`src/design/ddcmx_pkg.sv`:
```
// Package with register map, field positions and mode codes for the mixer control block
package ddcmx_pkg;
    localparam logic [11:0] test_enable_offset = 12'h327;
    localparam logic [11:0] ctrl_offset = 12'h330;
    localparam logic [11:0] pattern_select_offset = 12'h550;
    localparam logic [11:0] decim_select_offset = 12'h310;
    localparam logic [11:0] status_offset = 12'h400;
    localparam int test_i_bit = 0;
    localparam int test_q_bit = 2;
    localparam logic [7:0] test_enable_mask = 8'h05;
    localparam int mixer_select_bit = 7;
    localparam int gain_select_bit = 6;
    localparam int if_mode_lsb = 4;
    localparam int c2r_bit = 3;
    localparam logic [7:0] ctrl_reset = 8'h00;
    localparam logic [7:0] test_enable_reset = 8'h00;
    localparam logic [3:0] pattern_select_reset = 4'h0;
    localparam logic [2:0] decim_select_reset = 3'h0;
    localparam logic [2:0] decim_first_two_halfband = 3'h0;
    localparam logic [5:0] decim_two = 6'h02;
    localparam logic [5:0] decim_four = 6'h04;
    localparam logic [5:0] decim_unsupported = 6'h00;
    typedef enum logic [1:0] {
        ddcmx_if_variable,
        ddcmx_if_zero,
        ddcmx_if_fs,
        ddcmx_if_test
    } ddcmx_if_mode_e;
endpackage

```
`src/design/ddcmx_datapath.sv`:
```
// Sample path: test source select, mixing, gain and complex-to-real conversion
`timescale 1ns/1ps
module ddcmx_datapath #(
    parameter int width = 16
) (
    input wire logic hclk,
    input wire logic hresetn,
    input wire logic in_valid,
    input wire logic signed [width-1:0] in_i,
    input wire logic signed [width-1:0] in_q,
    input wire logic signed [width-1:0] test_a,
    input wire logic signed [width-1:0] test_b,
    input wire logic signed [width-1:0] nco_cos,
    input wire logic signed [width-1:0] nco_sin,
    input wire logic test_i_en,
    input wire logic test_q_en,
    input wire logic mixer_complex,
    input wire logic gain_double,
    input wire logic [1:0] if_mode,
    input wire logic c2r_en,
    output logic out_valid,
    output logic signed [width-1:0] out_i,
    output logic signed [width-1:0] out_q
);
    localparam int pw = 2 * width;
    wire logic signed [width-1:0] src_i;
    wire logic signed [width-1:0] src_q;
    wire logic signed [width-1:0] mix_q_in;
    wire logic signed [pw-1:0] prod_ic;
    wire logic signed [pw-1:0] prod_qs;
    wire logic signed [pw-1:0] prod_is;
    wire logic signed [pw-1:0] prod_qc;
    wire logic signed [width-1:0] var_i;
    wire logic signed [width-1:0] var_q;
    logic signed [width-1:0] mix_i;
    logic signed [width-1:0] mix_q;
    wire logic signed [width-1:0] gain_i;
    wire logic signed [width-1:0] gain_q;
    wire logic signed [width-1:0] fin_i;
    wire logic signed [width-1:0] fin_q;
    logic fs_phase;

    assign src_i = test_i_en ? test_a : in_i;
    assign src_q = test_q_en ? test_b : in_q;
    // A real mixer sees one channel, so Q follows I
    assign mix_q_in = mixer_complex ? src_q : src_i;
    assign prod_ic = src_i * nco_cos;
    assign prod_qs = mix_q_in * nco_sin;
    assign prod_is = src_i * nco_sin;
    assign prod_qc = mix_q_in * nco_cos;
    assign var_i = width'((prod_ic - prod_qs) >>> (width - 1));
    assign var_q = width'((prod_is + prod_qc) >>> (width - 1));

    always_comb begin
        unique case (ddcmx_pkg::ddcmx_if_mode_e'(if_mode))
            ddcmx_pkg::ddcmx_if_variable: begin
                mix_i = var_i;
                mix_q = var_q;
            end
            ddcmx_pkg::ddcmx_if_zero: begin
                mix_i = src_i;
                mix_q = mix_q_in;
            end
            ddcmx_pkg::ddcmx_if_fs: begin
                mix_i = fs_phase ? -src_i : src_i;
                mix_q = fs_phase ? -mix_q_in : mix_q_in;
            end
            ddcmx_pkg::ddcmx_if_test: begin
                mix_i = test_a;
                mix_q = test_b;
            end
        endcase
    end

    // Doubling wraps on overflow; headroom is the user's concern
    assign gain_i = gain_double ? (mix_i <<< 1) : mix_i;
    assign gain_q = gain_double ? (mix_q <<< 1) : mix_q;
    // Extra fs/4-style mix: alternate I and negated Q, real output only
    assign fin_i = c2r_en ? (fs_phase ? -gain_q : gain_i) : gain_i;
    assign fin_q = c2r_en ? '0 : gain_q;

    always_ff @(posedge hclk or negedge hresetn) begin
        if (!hresetn) begin
            fs_phase <= 1'b0;
            out_valid <= 1'b0;
            out_i <= '0;
            out_q <= '0;
        end else begin
            out_valid <= in_valid;
            if (in_valid) begin
                fs_phase <= ~fs_phase;
                out_i <= fin_i;
                out_q <= fin_q;
            end
        end
    end
endmodule // ddcmx_datapath

```
`src/design/ddcmx_top.sv`:
```
// Mixer control block: AHB-Lite register slave and mixer sample path
`timescale 1ns/1ps
module ddcmx_top #(
    parameter int width = 16
) (
    input wire logic hclk,
    input wire logic hresetn,
    input wire logic hsel,
    input wire logic [31:0] haddr,
    input wire logic [1:0] htrans,
    input wire logic hwrite,
    input wire logic [2:0] hsize,
    input wire logic [31:0] hwdata,
    input wire logic hready,
    output logic [31:0] hrdata,
    output logic hreadyout,
    output logic hresp,
    input wire logic in_valid,
    input wire logic signed [width-1:0] in_i,
    input wire logic signed [width-1:0] in_q,
    input wire logic signed [width-1:0] test_a,
    input wire logic signed [width-1:0] test_b,
    input wire logic signed [width-1:0] nco_cos,
    input wire logic signed [width-1:0] nco_sin,
    output logic out_valid,
    output logic signed [width-1:0] out_i,
    output logic signed [width-1:0] out_q,
    output logic [3:0] pattern_select,
    output logic [5:0] decimation
);
    logic [7:0] ctrl;
    logic [7:0] test_enable;
    logic [2:0] decim_select;
    logic wr_pend;
    logic [11:0] wr_addr;
    wire logic addr_phase;
    wire logic [11:0] a_off;
    wire logic wr_ctrl;
    wire logic wr_test;
    wire logic wr_pat;
    wire logic wr_dec;
    wire logic [31:0] next_hrdata;
    wire logic [5:0] next_decimation;
    wire logic c2r;

    assign addr_phase = hsel & hready & htrans[1];
    assign a_off = haddr[11:0];
    assign wr_ctrl = wr_pend & (wr_addr == ddcmx_pkg::ctrl_offset);
    assign wr_test = wr_pend & (wr_addr == ddcmx_pkg::test_enable_offset);
    assign wr_pat = wr_pend & (wr_addr == ddcmx_pkg::pattern_select_offset);
    assign wr_dec = wr_pend & (wr_addr == ddcmx_pkg::decim_select_offset);
    assign c2r = ctrl[ddcmx_pkg::c2r_bit];

    // Unmapped addresses read zero; writes there are dropped
    assign next_hrdata =
        (a_off == ddcmx_pkg::ctrl_offset) ? {24'h000000, ctrl} :
        (a_off == ddcmx_pkg::test_enable_offset) ? {24'h000000, test_enable} :
        (a_off == ddcmx_pkg::pattern_select_offset) ? {28'h0000000, pattern_select} :
        (a_off == ddcmx_pkg::decim_select_offset) ? {29'h0, decim_select} :
        (a_off == ddcmx_pkg::status_offset) ? {26'h0, decimation} :
        32'h00000000;

    // Only code 000 is decoded here; others report zero
    assign next_decimation = (decim_select == ddcmx_pkg::decim_first_two_halfband) ?
        (c2r ? ddcmx_pkg::decim_two : ddcmx_pkg::decim_four) :
        ddcmx_pkg::decim_unsupported;

    always_ff @(posedge hclk or negedge hresetn) begin
        if (!hresetn) begin
            wr_pend <= 1'b0;
            wr_addr <= 12'h000;
            hrdata <= 32'h00000000;
        end else begin
            wr_pend <= addr_phase & hwrite;
            wr_addr <= a_off;
            if (addr_phase && !hwrite) begin
                hrdata <= next_hrdata;
            end
        end
    end

    always_ff @(posedge hclk or negedge hresetn) begin
        if (!hresetn) begin
            ctrl <= ddcmx_pkg::ctrl_reset;
            test_enable <= ddcmx_pkg::test_enable_reset;
            pattern_select <= ddcmx_pkg::pattern_select_reset;
            decim_select <= ddcmx_pkg::decim_select_reset;
            decimation <= ddcmx_pkg::decim_four;
            hreadyout <= 1'b1;
            hresp <= 1'b0;
        end else begin
            hreadyout <= 1'b1;
            hresp <= 1'b0;
            decimation <= next_decimation;
            if (wr_ctrl) begin
                ctrl <= hwdata[7:0];
            end
            if (wr_test) begin
                test_enable <= hwdata[7:0] & ddcmx_pkg::test_enable_mask;
            end
            if (wr_pat) begin
                pattern_select <= hwdata[3:0];
            end
            if (wr_dec) begin
                decim_select <= hwdata[2:0];
            end
        end
    end

    ddcmx_datapath #(
        .width(width)
    ) u_path (
        .hclk(hclk),
        .hresetn(hresetn),
        .in_valid(in_valid),
        .in_i(in_i),
        .in_q(in_q),
        .test_a(test_a),
        .test_b(test_b),
        .nco_cos(nco_cos),
        .nco_sin(nco_sin),
        .test_i_en(test_enable[ddcmx_pkg::test_i_bit]),
        .test_q_en(test_enable[ddcmx_pkg::test_q_bit]),
        .mixer_complex(ctrl[ddcmx_pkg::mixer_select_bit]),
        .gain_double(ctrl[ddcmx_pkg::gain_select_bit]),
        .if_mode(ctrl[ddcmx_pkg::if_mode_lsb +: 2]),
        .c2r_en(c2r),
        .out_valid(out_valid),
        .out_i(out_i),
        .out_q(out_q)
    );
endmodule // ddcmx_top

```
`config.mk`:
```
export PLATFORM = sky130hd
export DESIGN_NAME = ddcmx_top
export DESIGN_NICKNAME = d
export VERILOG_FILES = /design/src/design/ddcmx_pkg.sv /design/src/design/ddcmx_datapath.sv /design/src/design/ddcmx_top.sv
export SDC_FILE = /design/constraint.sdc
export NUM_CORES = 2
export LEC_CHECK = 0
export BUFFER_PORTS_ARGS = -buffer_cell sky130_fd_sc_hd__buf_4
export CORE_MARGIN = 2
export CORE_UTILIZATION = 71
export CTS_BUF_LIST = sky130_fd_sc_hd__clkbuf_8
export DETAILED_ROUTE_END_ITERATION = 6
export GPL_ROUTABILITY_DRIVEN = 0
export PLACE_DENSITY = 0.95
export SLEW_MARGIN = 20
export SYNTH_ARGS = -nofsm -noshare
export SYNTH_HDL_FRONTEND = slang
export SYNTH_SLANG_ARGS = --single-unit
```
`constraint.sdc`:
```
create_clock -name hclk -period 26.9 [get_ports hclk]
set_input_delay 2.69 -clock hclk [delete_from_list [all_inputs] [get_ports hclk]]
set_output_delay 2.69 -clock hclk [all_outputs]
set_load 0.02 [all_outputs]
```
# Yosys cells after proc, flatten, opt, wreduce, memory -nomap -nowiden
# Cells that the tools add are included.
dict set report totals {
  wordCells 64
  regBits 99
}
dict set report op_classes {
  n_reduce_logical 4
  bitwise 8
  n_mul 4
  n_addsub 5
  eq_ne 12
  muxes 19
}
# cell n
set op_table {}
lappend op_table {{$mux W16} 10}
lappend op_table {{$pmux W16 S4} 2}
lappend op_table {{$mul A16 B16 Y31} 4}
lappend op_table {{$eq A12 B10 Y1 const B} 6}
lappend op_table {{$neg A16 Y16} 3}
lappend op_table {{$eq A12 B11 Y1 const B} 3}
lappend op_table {{$add A31 B31 Y31} 1}
lappend op_table {{$sub A31 B31 Y31} 1}
lappend op_table {{$mux W6} 3}
lappend op_table {{$mux W3} 3}
lappend op_table {{$mux W8} 1}
lappend op_table {{$and A1 B1 Y1} 7}
lappend op_table {{$eq A2 B2 Y1 const B} 2}
lappend op_table {{$logic_not A3 Y1} 1}
lappend op_table {{$eq A2 B1 Y1 const B} 1}
lappend op_table {{$logic_not A2 Y1} 1}
lappend op_table {{$logic_and A1 B1 Y1} 1}
lappend op_table {{$logic_not A1 Y1} 1}
lappend op_table {{$not A1 Y1} 1}

# Longest topological paths before layout
dict set report depth {
  depth_word 9
  depth_mapped 44
  mapped_depth_nobuf 38
}

# Hierarchy
# Synthesis repeated with hierarchy kept, for this count alone.
dict set report unflattened {
  hier_cells 4888
  hier_area_um2 44946.9
}
# module area_per_inst_um2 cells_per_inst instances
set modules_own_cells {}
lappend modules_own_cells {ddcmx_datapath 43033.8 4729 1}
lappend modules_own_cells {ddcmx_top 1913.1 159 1}

# Least setup slack after synthesis
# No wires, ideal clock.
dict set report synth_path {
  path_kind {input -> register}
  from {input port test_a[15]}
  to {register u_path.out_i[12]}
  slack_ns 14.935
  path_buffers 3
  arrival_ns 11.892
  t_required_ns 26.827
  path_stages 36
  cell_sequence {mux2_2 > nor2_1 > a21oi_2 > clkbuf_1 > nand2_1 > fa_1 > fa_1 > fa_1 > inv_1 > fa_1 > fa_1 > fa_1 > fa_1 > inv_1 > fa_1 > inv_1 > ha_1 > clkbuf_1 > nand2_1 > nor3_1 > a21oi_1 > mux2i_1 > a221oi_1 > and2_1 > mux2i_1 > ha_1 > nand2_1 > a2111oi_0 > nor4_1 > nor3_1 > o2111a_1 > buf_4 > nand3_1 > xor2_1 > mux4_2 > a21oi_2}
}
dict set report synth_between {
  elab_chain_cells 9
  elab_cells_between_ends 15
}
# item line
set synth_lines {}
lappend synth_lines {{from (decl)} ddcmx_top.sv:21} ;# input wire logic signed [width-1:0] test_a,
lappend synth_lines {{$mux W16 (*)} ddcmx_datapath.sv:43} ;# assign src_i = test_i_en ? test_a : in_i;
lappend synth_lines {{$mux W16} ddcmx_datapath.sv:46} ;# assign mix_q_in = mixer_complex ? src_q : src_i;
lappend synth_lines {{$mul A16 B16 Y31} ddcmx_datapath.sv:50} ;# assign prod_qc = mix_q_in * nco_cos;
lappend synth_lines {{$add A31 B31 Y31} ddcmx_datapath.sv:52} ;# assign var_q = width'((prod_is + prod_qc) >>> (width - 1));
lappend synth_lines {{$pmux W16 S4} ddcmx_datapath.sv:55} ;# unique case (ddcmx_pkg::ddcmx_if_mode_e'(if_mode))
lappend synth_lines {{$mux W16} ddcmx_datapath.sv:77} ;# assign gain_q = gain_double ? (mix_q <<< 1) : mix_q;
lappend synth_lines {{$neg A16 Y16} ddcmx_datapath.sv:79} ;# assign fin_i = c2r_en ? (fs_phase ? -gain_q : gain_i) : gain_i;
lappend synth_lines {{$mux W16} ddcmx_datapath.sv:79}
lappend synth_lines {{$mux W16 (*)} ddcmx_datapath.sv:79}
lappend synth_lines {{to (signal assigned)} ddcmx_datapath.sv:92} ;# out_i <= fin_i;
lappend synth_lines {{to (decl)} ddcmx_datapath.sv:22} ;# output logic signed [width-1:0] out_i,
# Mark *: on every way between the ends. The rest lies on a longest branch, timed or not.
# A chain may end at the register's enable or synchronous reset.

# Worst setup path after layout
# Same ends and word-level chain as after synthesis.

==> flow_metrics.py <==
metrics = {
    "sta": {
        "worst_pin_slew_ps": 1030,
        "tns_ps": 0,
        "grt_setup_unrepaired": "no",
        "fin_ws_ps": 13640,
        "setup_viol": 0,
        "skew_ps": 13.9,
        "hold_violations": 0,
        "fin_crit_sh": 0.493,
        "max_slew_margin": 0.297,
        "fmax_mhz": 75.4,
        "slew_viol_final": 0,
        "layout_min_cycle_time_ps": 13260,
    },
    "cts": {
        "cts_tree": "done",
        "post_cts_resized": 0,
        "worstSkewPairLatency_ps": 370,
        "numCtsBuffers": 9,
        "cts.clk_slew.worst_paths_ps": 90,
        "cts-hold-fix-buffers": 0,
        "cts_sinks": 74,
        "ctsHtreeMaxLevel": 3,
        "postCtsSetupBuffers": 0,
        "clockBufferDepth": 2,
        "root_buffer": "clkbuf_8",
    },
    "die": {
        "core_area_mm2": 0.0631,
        "rows": 92,
        "dieArea_mm2": 0.0658,
        "initial_core_util": 0.717,
        "io_pins": 248,
        "dieHeight_um": 256,
        "chipWidth_um": 256,
    },
    "placed_design": {
        "port_buffers": 169,
        "dp_hpwl_mm": 107,
        "dp_cells": 5733,
        "place_ws_ps": 13600,
    },
    "global_routing": {
        "grt_pass1_wl_mm": 233,
        "grt-ovfl-total": 0,
        "track_usage": 0.466,
        "grt_max_degree": 75,
        "grt_pass1_vias": 43400,
        "antenna_found_initial": 6,
    },
    "synth": {
        "synthCells": 4924,
        "synth_area_per_cell_um2": 9.19,
        "synth-edff-count": 0,
        "synth.cell_area_mm2": 0.0452,
        "yosysSeqAreaShare": 0.0410,
        "yosysWarnings": 0,
        "ys.flop_type": "dfrtp_1",
        "synth_seq_cells": 74,
        "synthArstFlopShare": 1.00,
        "netlist-cell-type-count": 101,
    },
    "critical_path": {
        "ff2ff_path_depth": 37,
        "cp_common_cell": "fa_1",
        "critPathMaxFanout": 35,
        "critical_path_buf_inv_count": 7,
        "arrival_ps": 13570,
        "r2r_slack_ps": 14920,
        "path_delay_family": "adder cells",
        "cpPeakStageDelay_ps": 570,
        "crit_required_ps": 27210,
        "r2r_start": "test_enable[0]",
        "slowest_stage": "fa_1",
        "r2r-end": "u_path.out_i[12]",
        "worstSetupEndpointType": "flip-flop",
        "crit_type": "input pin to flip-flop",
        "start_kind": "input pin",
    },
    "routing": {
        "drt_iter0_drc": 6033,
        "remaining_drc_errors": 36,
        "dr.pass1.iters": 7,
        "detail-route-antenna-nets": 0,
        "post_drt_wl_per_cell_um": 25.5,
        "dr_total_vias": 38100,
        "drt-total-wl_mm": 147,
        "viasPerCell": 6.62,
    },
    "finish": {
        "fillCellCount": 3687,
        "layout.nets": 6483,
        "layout-drive-gt1-share": 0.0665,
        "syn2layout_area_growth_pct": 3.90,
        "multi_input_area_mm2": 0.0378,
        "fin_util": 0.745,
        "register_area_mm2": 0.00186,
        "finalNonFillerCells": 5758,
    },
    "min_path": {
        "holdCritStartpoint": "decim_select[1]",
        "hp-class": "flip-flop to flip-flop",
        "whs_path_depth": 1,
        "whs_endpoint": "decimation[2]",
    },
    "status": {
        "status": "finished, violations left",
        "failed_checks": "design-rule violations",
    },
    "run": {
        "max-cap-violations": 0,
    },
}
[layer usage]
layer / part of all wire / track usage / up-vias
li1: - / - / 14500
met5: 0.00031 / 0.00731 / -
met3: 0.16 / 0.213 / 1571
met2: 0.44 / 0.694 / 3845
met1: 0.28 / 0.505 / 18200
met4: 0.12 / 0.402 / 6
[stage by stage]
stage / hold slack, ps / area (um2)
after global placement: 435 / 46800
after CTS: 474 / 47000
after detailed placement: 469 / 46800
final: 479 / 47000
after global routing: 499 / 47000
after floorplan: 407 / 45300
[cells in the mapped netlist (5+ instances only)]
cell | count | area, um2
o211ai_1 | 20 | 150
buf_2 | 8 | 40.0
mux2_2 | 35 | 394
xnor2_1 | 85 | 744
a211oi_1 | 19 | 143
a22oi_1 | 6 | 45.0
and3_1 | 6 | 37.5
inv_1 | 1183 | 4440
clkbuf_1 | 209 | 785
o221ai_1 | 6 | 52.6
nor3_1 | 36 | 180
buf_6 | 17 | 191
nand4b_1 | 5 | 43.8
nor3b_1 | 5 | 37.5
or3_1 | 13 | 81.3
o21ai_1 | 6 | 30.0
fa_1 | 1119 | 22400
o2bb2ai_1 | 15 | 131
and2_1 | 429 | 2680
nor2b_1 | 5 | 31.3
mux2i_1 | 52 | 521
xor2_1 | 24 | 210
nand2_1 | 668 | 2510
nand2b_1 | 18 | 113
o21bai_1 | 7 | 52.6
nor4_1 | 14 | 87.6
a21o_1 | 14 | 105
or4_1 | 7 | 52.6
buf_4 | 36 | 270
ha_1 | 295 | 3690
o21a_1 | 6 | 45.0
a31oi_1 | 18 | 113
mux4_2 | 8 | 180
a21oi_1 | 81 | 405
buf_1 | 11 | 41.3
nand4_1 | 15 | 93.8
dfrtp_1 | 73 | 1830
o22ai_1 | 6 | 37.5
nor2_1 | 116 | 435
o21ai_0 | 63 | 315
nand3_1 | 37 | 185
o31ai_1 | 13 | 97.6
[cell usage in the layout, fill, tap and decap left out, types with 24 or more instances in the layout]
| cell | Yosys | final |
|---|---|---|
| nor3_1 | 36 | 36 |
| mux2i_1 | 52 | 49 |
| fa_1 | 1119 | 1119 |
| nand3_1 | 37 | 37 |
| mux2_2 | 35 | 35 |
| and2_1 | 429 | 429 |
| ha_1 | 295 | 295 |
| dfrtp_1 | 73 | 71 |
| conb_1 | 2 | 30 |
| nor2_1 | 116 | 114 |
| o21ai_0 | 63 | 62 |
| a21oi_1 | 81 | 75 |
| buf_4 | 36 | 219 |
| inv_1 | 1183 | 1183 |
| nand2_1 | 668 | 668 |
| xor2_1 | 24 | 24 |
| xnor2_1 | 85 | 85 |
[kinds of logic after synthesis]
family          Yosys count  share of synthesized area
buf+inv                1471                      0.129
flops                    74                     0.0410
fa+ha+maj              1414                      0.577
compound gates          357                     0.0557
other cells               2                   0.000166
xor+xnor                109                     0.0211
mux                     105                     0.0275
simple gates           1392                      0.149
[final cells by class]
class                      count  share of cell area
antenna                        9            0.000479
timing repair buffer         219              0.0350
inverter                    1187              0.0948
sequential                    74              0.0395
clock inverter                 6             0.00104
clock buffer                  10             0.00293
tap                          846              0.0225
multi-input combinational   3407               0.804
[worst max path at each step]
stage	from	end	slack, ps	depth (start not counted)
4_1_cts	test_a[15]	u_path.out_i[12]	13990	37
6_report	test_a[15]	u_path.out_i[12]	13640	37
5_1_grt	test_a[15]	u_path.out_i[12]	13320	37
3_5_place_dp	test_a[15]	u_path.out_i[12]	13600	37
2_1_floorplan	test_a[15]	u_path.out_i[12]	14940	36
3_3_place_gp	in_i[6]	u_path.out_i[12]	13920	38
[registers in the layout, summed over array words and instances, names as in the netlist]
register	count
u_path.fs_phase	1
hrdata	8
test_enable	2
u_path.out_i	16
decim_select	3
wr_pend	1
u_path.out_q	16
decimation	2
ctrl	8
pattern_select	4
u_path.out_valid	1
wr_addr	12
Power is left out: the tool's default activity adds up to more than one toggle a clock period on the data nets, which glitch-free logic cannot reach.
